## config.mk

```make
export PLATFORM = sky130hd
export DESIGN_NAME = rcf_reset_cause
export DESIGN_NICKNAME = d
export VERILOG_FILES = /design/src/include/rcf_pkg.sv /design/src/logic/rcf_reset_cause.sv /design/src/logic/rcf_sync.sv
export SDC_FILE = /design/constraint.sdc
export NUM_CORES = 1
export LEC_CHECK = 0
export ABC_CLOCK_PERIOD_IN_PS = 3100
export BUFFER_PORTS_ARGS = -buffer_cell sky130_fd_sc_hd__buf_2
export CAP_MARGIN = 20
export CORE_ASPECT_RATIO = 0.6
export CORE_MARGIN = 1
export CORE_UTILIZATION = 25
export DETAILED_ROUTE_END_ITERATION = 8
export PLACE_DENSITY = 0.45
export SYNTH_ARGS = -nofsm -noshare
export SYNTH_HDL_FRONTEND = slang
export SYNTH_SLANG_ARGS = --single-unit
```

## constraint.sdc

```tcl
create_clock -name clock -period 3.1 [get_ports clock]
set_input_delay 0.31 -clock clock [delete_from_list [all_inputs] [get_ports clock]]
set_output_delay 0.31 -clock clock [all_outputs]
set_load 0.02 [all_outputs]
```

## src/include/rcf_pkg.sv

```systemverilog
// Package for the reset-cause flag block: offsets, bit positions, reset values and carriers
package rcf_pkg;

    // ------------------------------------------------------------
    // Bus geometry
    // ------------------------------------------------------------
    localparam int ADDR_W = 4; // Byte address width of the register port
    localparam int DATA_W = 16; // Register data width
    localparam int OSC_W = 3; // Width of an oscillator source code

    // ------------------------------------------------------------
    // Register offsets (byte addresses)
    // ------------------------------------------------------------
    localparam logic [ADDR_W-1:0] OFF_RESET_CAUSE = 4'h0; // reset_cause_control
    localparam logic [ADDR_W-1:0] OFF_INT_STATUS = 4'h4; // Sticky event status, read clears
    localparam logic [ADDR_W-1:0] OFF_INT_MASK = 4'h8; // Interrupt mask, same layout
    localparam logic [ADDR_W-1:0] OFF_CLK_STATUS = 4'hC; // Clock source chosen at last reset

    // ------------------------------------------------------------
    // Bit positions of reset_cause_control
    // ------------------------------------------------------------
    localparam int BIT_POWER_ON = 0; // Power-on flag
    localparam int BIT_BROWN_OUT = 1; // Brown-out flag
    localparam int BIT_IDLE = 2; // Idle flag
    localparam int BIT_SLEEP = 3; // Sleep flag
    localparam int BIT_WDT_TIMEOUT = 4; // watchdog_timeout_flag
    localparam int BIT_SOFT_WDT_EN = 5; // soft_watchdog_enable
    localparam int BIT_SOFT_RESET = 6; // soft_reset_flag
    localparam int BIT_PIN_RESET = 7; // pin_reset_flag
    localparam int BIT_CFG_MISMATCH = 9; // config_mismatch_flag
    localparam int BIT_DEEP_SLEEP = 10; // deep_sleep_flag
    localparam int BIT_ILLEGAL_OP = 14; // illegal_op_flag
    localparam int BIT_TRAP_CONFLICT = 15; // trap_conflict_flag

    // Implemented bits; all others read as zero
    localparam logic [DATA_W-1:0] RESET_CAUSE_MASK = 16'hC6FF;
    // Power-on value: power-on and brown-out flags set
    localparam logic [DATA_W-1:0] RESET_CAUSE_POR = 16'h0003;
    // Events that are device resets and so pick a clock source
    localparam logic [DATA_W-1:0] RESET_EVENT_MASK = 16'hC2D2;
    // Zero word
    localparam logic [DATA_W-1:0] ZERO_WORD = 16'h0000;
    // Pin synchroniser reset: reset pin released, brown-out detector quiet
    localparam logic [1:0] SYNC_RESET_VALUE = 2'h1;
    // Synchroniser lanes
    localparam int LANE_PIN = 0; // master_clear_pin, active low
    localparam int LANE_BOR = 1; // Brown-out detector, active high

    // ------------------------------------------------------------
    // Carriers
    // ------------------------------------------------------------
    // One-cycle event pulses from logic on the same clock
    typedef struct packed {
        logic trap_conflict; // Trap conflict reset
        logic illegal_op; // Illegal opcode or uninitialised register access
        logic config_mismatch; // Configuration mismatch reset
        logic soft_reset; // Software reset instruction executed
        logic wdt_expire; // Watchdog expired
        logic save_sleep; // power_save_instruction with sleep operand
        logic save_idle; // power_save_instruction with idle operand
    } rcf_events_t;

    // Register port request
    typedef struct packed {
        logic [ADDR_W-1:0] addr; // Byte address
        logic [DATA_W-1:0] wdata; // Write data
        logic write; // Write strobe
        logic read; // Read strobe
    } rcf_bus_req_t;

    // Configuration fuses and oscillator fields, static levels
    typedef struct packed {
        logic watchdog_fuse_enable; // '1' means watchdog always runs
        logic clock_switch_enable; // Clock switching enabled
        logic [OSC_W-1:0] new_osc_fuse; // Fuse oscillator selection
        logic [OSC_W-1:0] current_osc_field; // Current oscillator field
        logic deep_sleep_enable; // Deep sleep enable of deep_sleep_control
    } rcf_config_t;

    // Whole state of the main module
    typedef struct packed {
        logic [DATA_W-1:0] reset_cause; // reset_cause_control contents
        logic [DATA_W-1:0] int_status; // Sticky event bits
        logic [DATA_W-1:0] int_mask; // Interrupt mask
        logic [OSC_W-1:0] clk_src; // Clock source chosen at last reset
        logic por_pending; // Power-on choice still to be made
        logic [DATA_W-1:0] rdata; // Read data, one cycle after strobe
        logic pin_prev; // Previous synchronised pin level
        logic bor_prev; // Previous synchronised brown-out level
    } rcf_state_t;

    // State of the synchroniser
    typedef struct packed {
        logic [1:0] stage1; // First flip-flops, read only by stage2
        logic [1:0] stage2; // Second flip-flops, safe to use
    } rcf_sync_t;

endpackage

```

## src/logic/rcf_reset_cause.sv

```systemverilog
// Reset-cause flag register, watchdog enable and reset clock-source choice
`timescale 1ns/1ps
`default_nettype none

module rcf_reset_cause (
    input wire logic clock, // System clock, 250 MHz
    input wire logic reset, // Power-on reset, synchronous, active high
    input wire logic clock_en, // Freezes all state while low
    input wire rcf_pkg::rcf_bus_req_t bus_req, // Register port request
    output logic [rcf_pkg::DATA_W-1:0] read_data, // Read data, cycle after read
    input wire rcf_pkg::rcf_events_t events, // Same-clock event pulses
    input wire rcf_pkg::rcf_config_t config_in, // Fuses and oscillator fields
    input wire logic master_clear_pin_n, // Reset pin, active low, asynchronous
    input wire logic brown_out_detect, // Brown-out detector, asynchronous
    output logic watchdog_run, // Watchdog enabled
    output logic [rcf_pkg::OSC_W-1:0] clock_source, // Clock source at last reset
    output logic [rcf_pkg::DATA_W-1:0] reset_cause, // Current flag word
    output logic irq // Level interrupt
);

    // ------------------------------------------------------------
    // Declarations
    // ------------------------------------------------------------
    rcf_pkg::rcf_state_t r_reg; // Registered state
    rcf_pkg::rcf_state_t r_next; // Next state
    logic [1:0] pins_sync; // Synchronised pin levels
    logic pin_low; // Reset pin asserted, synchronised
    logic bor_high; // Brown-out asserted, synchronised
    logic pin_event; // Pin reset pulse
    logic bor_event; // Brown-out reset pulse
    logic [rcf_pkg::DATA_W-1:0] set_vec; // Hardware set requests, flag layout
    logic [rcf_pkg::DATA_W-1:0] cause_base; // Flag word before hardware sets
    logic hit_cause; // Address selects reset_cause_control
    logic hit_status; // Address selects the status register
    logic hit_mask; // Address selects the mask register
    logic hit_clk; // Address selects the clock status
    logic any_reset; // Some device reset happened this cycle

    // ------------------------------------------------------------
    // Pin synchroniser
    // ------------------------------------------------------------
    // Both pins come from outside the clock domain
    rcf_sync u_sync (
        .clock(clock),
        .reset(reset),
        .clock_en(clock_en),
        .async_in({brown_out_detect, master_clear_pin_n}),
        .sync_out(pins_sync)
    );

    assign pin_low = ~pins_sync[rcf_pkg::LANE_PIN];
    assign bor_high = pins_sync[rcf_pkg::LANE_BOR];

    // ------------------------------------------------------------
    // Address decode
    // ------------------------------------------------------------
    // Unmapped addresses read zero and ignore writes
    always_comb begin
        hit_cause = (bus_req.addr == rcf_pkg::OFF_RESET_CAUSE);
        hit_status = (bus_req.addr == rcf_pkg::OFF_INT_STATUS);
        hit_mask = (bus_req.addr == rcf_pkg::OFF_INT_MASK);
        hit_clk = (bus_req.addr == rcf_pkg::OFF_CLK_STATUS);
    end

    // ------------------------------------------------------------
    // Event pulses
    // ------------------------------------------------------------
    // One pulse on the assert edge of each pin, so a held pin counts once
    always_comb begin
        pin_event = pin_low & ~r_reg.pin_prev;
        bor_event = bor_high & ~r_reg.bor_prev;
    end

    // Gather every hardware set request into the flag layout
    always_comb begin
        set_vec = rcf_pkg::ZERO_WORD;
        set_vec[rcf_pkg::BIT_TRAP_CONFLICT] = events.trap_conflict;
        set_vec[rcf_pkg::BIT_ILLEGAL_OP] = events.illegal_op;
        set_vec[rcf_pkg::BIT_CFG_MISMATCH] = events.config_mismatch;
        set_vec[rcf_pkg::BIT_PIN_RESET] = pin_event;
        set_vec[rcf_pkg::BIT_SOFT_RESET] = events.soft_reset;
        set_vec[rcf_pkg::BIT_WDT_TIMEOUT] = events.wdt_expire;
        set_vec[rcf_pkg::BIT_SLEEP] = events.save_sleep;
        set_vec[rcf_pkg::BIT_IDLE] = events.save_idle;
        // Deep sleep needs the enable of deep_sleep_control as well
        set_vec[rcf_pkg::BIT_DEEP_SLEEP] =
            events.save_sleep & config_in.deep_sleep_enable;
        set_vec[rcf_pkg::BIT_BROWN_OUT] = bor_event;
        any_reset = |(set_vec & rcf_pkg::RESET_EVENT_MASK);
    end

    // ------------------------------------------------------------
    // Next-state logic
    // ------------------------------------------------------------
    always_comb begin
        r_next = r_reg;
        cause_base = r_reg.reset_cause;
        if (clock_en) begin
            // Pin history for edge detection
            r_next.pin_prev = pin_low;
            r_next.bor_prev = bor_high;

            // Software write replaces the flag word without resetting anything
            if (bus_req.write && hit_cause) begin
                cause_base = bus_req.wdata & rcf_pkg::RESET_CAUSE_MASK;
            end
            // Any power-save instruction clears the time-out flag
            if (events.save_sleep || events.save_idle) begin
                cause_base[rcf_pkg::BIT_WDT_TIMEOUT] = 1'b0;
            end
            // Sets win over software and instruction clears in the same cycle;
            // untouched bits keep their value
            r_next.reset_cause = (cause_base | set_vec) & rcf_pkg::RESET_CAUSE_MASK;

            // Mask register
            if (bus_req.write && hit_mask) begin
                r_next.int_mask = bus_req.wdata & rcf_pkg::RESET_CAUSE_MASK;
            end

            // Status: a read clears, a new event in that cycle survives
            if (bus_req.read && hit_status) begin
                r_next.int_status = set_vec;
            end else begin
                r_next.int_status = r_reg.int_status | set_vec;
            end

            // Clock source: power-on choice made once reset is released
            if (r_reg.por_pending) begin
                r_next.clk_src = config_in.new_osc_fuse;
                r_next.por_pending = 1'b0;
            end else if (any_reset) begin
                if (!config_in.clock_switch_enable) begin
                    r_next.clk_src = config_in.new_osc_fuse;
                end else if (bor_event) begin
                    r_next.clk_src = config_in.new_osc_fuse;
                end else begin
                    r_next.clk_src = config_in.current_osc_field;
                end
            end

            // Read data stand for one cycle only
            r_next.rdata = rcf_pkg::ZERO_WORD;
            if (bus_req.read) begin
                case (1'b1)
                    hit_cause: begin
                        r_next.rdata = r_reg.reset_cause;
                    end
                    hit_status: begin
                        r_next.rdata = r_reg.int_status;
                    end
                    hit_mask: begin
                        r_next.rdata = r_reg.int_mask;
                    end
                    hit_clk: begin
                        r_next.rdata = {{(rcf_pkg::DATA_W-rcf_pkg::OSC_W){1'b0}},
                                        r_reg.clk_src};
                    end
                    default: begin
                        r_next.rdata = rcf_pkg::ZERO_WORD;
                    end
                endcase
            end
        end
    end

    // ------------------------------------------------------------
    // State register
    // ------------------------------------------------------------
    // Power-on reset loads the power-on and brown-out flags; the fuse clock
    // choice is taken one cycle later since reset loads constants only
    always_ff @(posedge clock) begin
        if (reset) begin
            r_reg.reset_cause <= rcf_pkg::RESET_CAUSE_POR;
            r_reg.int_status <= rcf_pkg::RESET_CAUSE_POR;
            r_reg.int_mask <= rcf_pkg::ZERO_WORD;
            r_reg.clk_src <= '0;
            r_reg.por_pending <= 1'b1;
            r_reg.rdata <= rcf_pkg::ZERO_WORD;
            r_reg.pin_prev <= 1'b0;
            r_reg.bor_prev <= 1'b0;
        end else begin
            r_reg <= r_next;
        end
    end

    // ------------------------------------------------------------
    // Outputs
    // ------------------------------------------------------------
    // Unprogrammed fuse overrides the software enable
    always_comb begin
        watchdog_run = config_in.watchdog_fuse_enable
            | r_reg.reset_cause[rcf_pkg::BIT_SOFT_WDT_EN];
        irq = |(r_reg.int_status & r_reg.int_mask);
    end

    assign read_data = r_reg.rdata;
    assign clock_source = r_reg.clk_src;
    assign reset_cause = r_reg.reset_cause;

endmodule // rcf_reset_cause

`default_nettype wire

```

## src/logic/rcf_sync.sv

```systemverilog
// Two-flip-flop synchroniser for the asynchronous pin levels
`timescale 1ns/1ps
`default_nettype none

module rcf_sync (
    input wire logic clock, // System clock
    input wire logic reset, // Synchronous reset, active high
    input wire logic clock_en, // Freezes state while low
    input wire logic [1:0] async_in, // Levels from outside the clock domain
    output logic [1:0] sync_out // Synchronised levels
);

    // ------------------------------------------------------------
    // State
    // ------------------------------------------------------------
    rcf_pkg::rcf_sync_t s_reg; // Registered state
    rcf_pkg::rcf_sync_t s_next; // Next state

    // Stage one feeds stage two only, keeping metastability off the logic
    always_comb begin
        s_next = s_reg;
        if (clock_en) begin
            s_next.stage1 = async_in;
            s_next.stage2 = s_reg.stage1;
        end
    end

    // Register the state
    always_ff @(posedge clock) begin
        if (reset) begin
            s_reg <= {rcf_pkg::SYNC_RESET_VALUE, rcf_pkg::SYNC_RESET_VALUE};
        end else begin
            s_reg <= s_next;
        end
    end

    assign sync_out = s_reg.stage2;

endmodule // rcf_sync

`default_nettype wire

```

==> results_dict.tcl, run 1 <==
set metrics [dict create \
    first_pass_iters 4 \
    dp_slack_ns 1.05 \
    ir_drop_uv 254 \
    cts.sinks 58 \
    yosys.cell_types.count 35 \
    cp_data_arrival_time_ns 1.51 \
    grt_pass1_vias 2124 \
    viasPerCell 4.53 \
    layout-drive-gt1-share_pct 23.9 \
    switching_share_pct 23.6 \
    yosysSeqAreaShare_pct 42.4 \
    finalPower_uw 1920 \
    rr_startpoint "u_sync.sync_out[1]$_SDFFE_PP0P_" \
    cts_made_buffers 9 \
    clk_pin_slew_ns 0.05 \
    grt_first_pass_wirelength_mm 12.3 \
    synth-seq-cells 58 \
    crit_type "flop to output port" \
    port_buffers 71 \
    relSlewSlack_pct 46.0 \
    cts_hold_buf 0 \
    max_freq_mhz 550 \
    slew_violations 0 \
    worstHoldPathType "primary input to flop" \
    reg2reg_depth 4 \
    cts_setup_buffers 0 \
    die_area_um2 11400 \
    seq_power_share_pct 41.3 \
    leakage_uw 0.00139 \
    die_x_um 137 \
    finalCriticalPeriod_ns 1.82 \
    status "complete, no violations" \
    p_int_uw 1470 \
    grt_max_degree 44 \
    power_frac_comb_pct 8.5 \
    seq_area_um2 1160 \
    clockPowerShare_pct 50.2 \
    die_h_um 83.1 \
    ios 80 \
    wl_mm 7.89 \
    drv_cap 0 \
    hold_viol_final 0 \
    vias 2313 \
    clkLatencyLatePin_ns 0.33 \
    cts_tree "done" \
    track_usage_pct 15.0 \
    syn_area_per_cell_um2 8.20 \
    worstPathMaxFanout 3 \
    cts_root_buffer "clkbuf_16" \
    drt_iter0_markers 126 \
    drc 0 \
    multi_input_comb_area_um2 1200 \
    fillers 1162 \
    min_delay_worst_endpoint "u_sync.s_reg[2]$_SDFFE_PP1P_" \
    yosysWarnings 0 \
    fin_ws_ns 1.28 \
    initial_core_util_pct 25.8 \
    mostFrequentLayoutCells "71 x buf_2, 70 x nand2_1, 58 x dfxtp_1, 26 x nor2_1, 23 x mux2i_1" \
    antenna_found_initial 0 \
    min_from "master_clear_pin_n" \
    ant_nets 0 \
    min_path_cells 3 \
    post_cts_resized 0 \
    rows 29 \
    p_sw_uw 453 \
    synth_area_um2 2740 \
    wl_per_cell_um 15.4 \
    rsz0062_at_grt "false" \
    gr-total-overflow 0 \
    htreeDepth 3 \
    layout_commonest_cell "buf_2" \
    largest_reg_flops 26 \
    dpl.hpwl_mm 5.81 \
    required_ns 2.79 \
    period_share_pct 58.6 \
    diodes 0 \
    finClkSkew_ns 0.00384 \
    netlist_instances 334 \
    tightest_slew_ns 0.810 \
    r2r_end "clock_source[0]$_SDFFE_PP0P_" \
    core_area_um2 10600 \
    nets 411 \
    setup_tns_ns 0 \
    routabilityCongestion 0.767 \
    powerDensity_nw_per_um2 593 \
    synthToLayoutAreaGrowth_pct 18.3 \
    final-setup-viol-count 0 \
    endpoint_kind "output port" \
    rrSetupSlack_ns 1.72 \
    clockBufferDepth 2 \
    start_kind "flop" \
]
worst max-delay path by stage:
stage                                 from  slack [ns]                            to
global placement               bus_req[21]        1.08   reset_cause[9]$_SDFFE_PP0P_
finish              r_reg[25]$_SDFFE_PP0P_        1.28                           irq
detailed placement             bus_req[21]        1.05   reset_cause[9]$_SDFFE_PP0P_
CTS                 r_reg[31]$_SDFFE_PP0P_        1.24                           irq
global route        r_reg[31]$_SDFFE_PP0P_        1.18                           irq
floorplan                        events[3]        1.56  clock_source[0]$_SDFFE_PP0P_
final cells by class:
type | instances | share of cell area, %
Clock buffer | 12 | 7.61
Multi-Input combinational cell | 214 | 37.0
Clock inverter | 3 | 1.24
Sequential cell | 58 | 35.8
Timing Repair Buffer | 74 | 11.7
Inverter | 11 | 1.27
Tap cell | 139 | 5.37
power groups by stage:
stage,clock network (µW),registers [µW],logic (µW)
floorplan,0,801,121
global placement,0,809,162
detailed placement,0,809,164
CTS,992,794,164
global route,1040,797,180
finish,965,794,162
critical path, cell delays in order (launching register included):
cell and delay, ns:
dfxtp_1 0.33, a22o_1 0.24, a221oi_1 0.27, nand3_1 0.14, buf_2 0.18
synthesized netlist by cell type:
library cell  count  area (µm²)
or2_2             1        6.26
nor4_2            1        12.5
nor3_1            1        5.00
inv_1            11        41.3
clkbuf_1         13        48.8
nand4_1           1        6.26
buf_4            36         270
nand2_1          70         263
and2_1            1        6.26
o41a_1            1        11.3
o22ai_1           1        6.26
dfxtp_1          58        1160
a31oi_1           9        56.3
or4_1             1        7.51
nor2b_1          10        62.6
nand2b_1          2        12.5
buf_6             2        22.5
a211oi_1          1        7.51
conb_1            1        3.75
a222oi_1          1        10.0
a221oi_1          2        17.5
nor4_1            3        18.8
buf_2             3        15.0
o211ai_1          3        22.5
nand3_1          11        55.1
o21bai_1          1        7.51
a22o_1            2        17.5
a311oi_1          3        26.3
nor2_1           26        97.6
and3_1            1        6.26
a22oi_1           1        7.51
mux2i_1          23         230
a21oi_1          18        90.1
o221ai_1          8        70.1
o21ai_0           7        35.0
layer usage:
| layer | wire (µm) | global-route usage [%] |
|---|---|---|
| met5 | 0 | 0 |
| met4 | 83 | 4.80 |
| met3 | 762 | 5.13 |
| met2 | 3060 | 18.6 |
| met1 | 3990 | 23.0 |
metrics by stage:
step	hold WS [ns]	area, µm²	utilization [%]	std cells
after floorplan	0.423	2750	-	337
after global placement	0.433	2950	27.9	496
after detailed placement	0.437	2950	27.9	496
after CTS	0.206	3240	30.6	511
after global routing	0.226	3240	30.6	511
final	0.214	3240	30.6	511
kinds of logic after synthesis:
logic type             Yosys count  synth area share (%)
muxes                           23                  8.41
DFF                             58                  42.4
buffers and inverters           65                  14.5
AOI/OAI and AO/OA               58                  14.1
other                            1                 0.137
and+or+nand+nor                129                  20.4
Note: power is estimated with default switching activity, not from simulation.
==> run 2, diff against run 1 <==
--- a/config.mk
+++ b/config.mk
@@ -5,14 +5,14 @@
 export SDC_FILE = /design/constraint.sdc
 export NUM_CORES = 1
 export LEC_CHECK = 0
-export ABC_CLOCK_PERIOD_IN_PS = 3100
+export ABC_CLOCK_PERIOD_IN_PS = 1600
 export BUFFER_PORTS_ARGS = -buffer_cell sky130_fd_sc_hd__buf_2
 export CAP_MARGIN = 20
 export CORE_ASPECT_RATIO = 0.6
 export CORE_MARGIN = 1
 export CORE_UTILIZATION = 25
 export DETAILED_ROUTE_END_ITERATION = 8
-export PLACE_DENSITY = 0.45
+export PLACE_DENSITY = 0.46
 export SYNTH_ARGS = -nofsm -noshare
 export SYNTH_HDL_FRONTEND = slang
 export SYNTH_SLANG_ARGS = --single-unit
==> constraint.sdc (replaced) <==
create_clock -name clock -period 1.6 [get_ports clock]
set_input_delay 0.16 -clock clock [delete_from_list [all_inputs] [get_ports clock]]
set_output_delay 0.16 -clock clock [all_outputs]
set_load 0.02 [all_outputs]
==> run 2 against run 1 <==
The flow now finishes with violations (negative setup slack). Utilization is 2.0 points higher. Routed wire length is 2.4% higher. Critical endpoint unchanged. Global-route usage is 0.15 points higher. Sequential share of layout area is 2.1 points lower. Combinational power is 110% higher. Clock-buffer cell count stayed put. Non-clock buffer count is 17 higher. Final area is 6.5% higher. First-iteration DRC count is 17% higher. Via count is 4.9% higher. Highest routed layer unchanged. Clock skew is 0.0024 ns higher.
==> results_dict.tcl, run 2 (synthesis results as in run 1) <==
set metrics [dict create \
    slew_violations 0 \
    cts.sinks 58 \
    required_ns 1.44 \
    mostFrequentLayoutCells "70 x nand2_1, 70 x buf_2, 55 x dfxtp_1, 26 x nor2_1, 23 x mux2i_1" \
    status "complete, but fails checks" \
    wl_mm 8.08 \
    ios 80 \
    cts_root_buffer "clkbuf_16" \
    nets 428 \
    worstHoldPathType "primary input to flop" \
    htreeDepth 3 \
    worst_path_max_delay_cell "dfxtp_2" \
    gr-total-overflow 0 \
    die_h_um 83.1 \
    slowest_delay_ns 0.31 \
    period_share_pct 102 \
    rows 29 \
    start_kind "flop" \
    dp_slack_ns -0.0699 \
    endpoint_kind "output port" \
    leakage_uw 0.00151 \
    final-setup-viol-count 1 \
    synthToLayoutAreaGrowth_pct 26.1 \
    viasPerCell 4.59 \
    worstPathMaxFanout 2 \
    placed_cell_area_um2 3090 \
    grt_max_degree 21 \
    clkLatencyLatePin_ns 0.32 \
    diodes 0 \
    cts_hold_buf 0 \
    fin_ws_ns -0.0271 \
    crit_type "flop to output port" \
    core_area_um2 10600 \
    initial_core_util_pct 25.8 \
    die_x_um 137 \
    first_pass_iters 6 \
    hold_viol_final 0 \
    cts_tree "done" \
    vias 2426 \
    finalCriticalPeriod_ns 1.63 \
    port_buffers 71 \
    grt_pass1_vias 2186 \
    setup_tns_ns -0.0271 \
    largest_reg_flops 26 \
    clk_pin_slew_ns 0.05 \
    layout-drive-gt1-share_pct 29.2 \
    cts_made_buffers 9 \
    antenna_found_initial 0 \
    grt_first_pass_wirelength_mm 12.6 \
    use_met3_pct 5.01 \
    clockBufferDepth 2 \
    rsz0062_at_grt "true" \
    final_area_um2 3450 \
    track_usage_pct 15.1 \
    wl_per_cell_um 15.3 \
    drt_iter0_markers 147 \
    die_area_um2 11400 \
    finalPower_uw 3990 \
    worstPathCellList "a22o_1 > a221oi_2 > nand3_2 > buf_6" \
    max_freq_mhz 615 \
    gr-usage-met2_pct 19.1 \
    drc 0 \
    gr-usage-met1_pct 23.7 \
    violations "negative setup slack" \
    finClkSkew_ns 0.00624 \
    ir_drop_uv 651 \
    routabilityCongestion 0.800 \
    ant_nets 0 \
    cp_data_arrival_time_ns 1.47 \
    dpl.hpwl_mm 6.32 \
    drv_cap 0 \
    powerDensity_nw_per_um2 1150 \
    top_usage_layer "met1" \
]
==> run 2: cell count changes in the layout (fill, tap and decap cells not counted), moves of 2 or more <==
cell / change
dfxtp_2: +3
buf_4: +16
a221oi_1: -2
a221oi_2: +2
dfxtp_1: -3
==> run 2: what timing repair did <==
| item | 4_1_cts | 5_1_grt |
|---|---|---|
| pin swaps | 2 | 0 |
| setup buffers | 1 | 0 |
| resized for setup | 7 | 1 |
| setup endpoints to repair | 1 | 1 |
==> run 2: worst paths after layout <==
path / from / endpoint / slack (ns) / cells past startpoint
setup / recovery: r_reg[47]$_SDFFE_PP0P_ / irq / -0.03 / 4
hold / removal: bus_req[2] / reset_cause[0]$_SDFFE_PP1P_ / 0.07 / 3
setup reg to reg: u_sync.sync_out[1]$_SDFFE_PP0P_ / clock_source[0]$_SDFFE_PP0P_ / 0.25 / 4
hold reg to reg: read_data[15]$_SDFFE_PP0P_ / read_data[15]$_SDFFE_PP0P_ / 0.44 / 2
==> run 2: layout make-up <==
type | instances | area (µm²)
Timing Repair Buffer | 91 | 524
Sequential cell | 58 | 1160
Fill cell | 1153 | 7140
Multi-Input combinational cell | 214 | 1220
Clock buffer | 12 | 256
Clock inverter | 4 | 73.8
Inverter | 11 | 41.3
Tap cell | 139 | 174
==> run 2: through the flow <==
stage,hold WS (ns),std cells,utilization [%]
after floorplan,0.282,337,-
after global placement,0.402,512,29.1
after detailed placement,0.406,512,29.1
after CTS,0.0653,529,32.5
after global routing,0.0706,529,32.6
final,0.0722,529,32.6
==> run 2: critical path: cells and delay by family (launching register included) <==
family                 cells  cell delay, ns
AND/OR/NAND/NOR            1            0.16
buffers and inverters      1            0.17
AO/OA/AOI/OAI              2            0.51
flip-flops                 1            0.31
==> run 2: metal layers <==
metal  up-vias  wire, µm
met5         -         0
met4         0        66
met3         8       688
met2        80      3090
met1      1136      4230
li1       1202         -
==> run 2: where the power goes <==
group	total (µW)	internal, µW	switching (µW)
Clock	2100	1450	655
Combinational	345	136	209
Sequential	1540	1500	41.2
Total	3990	3080	905
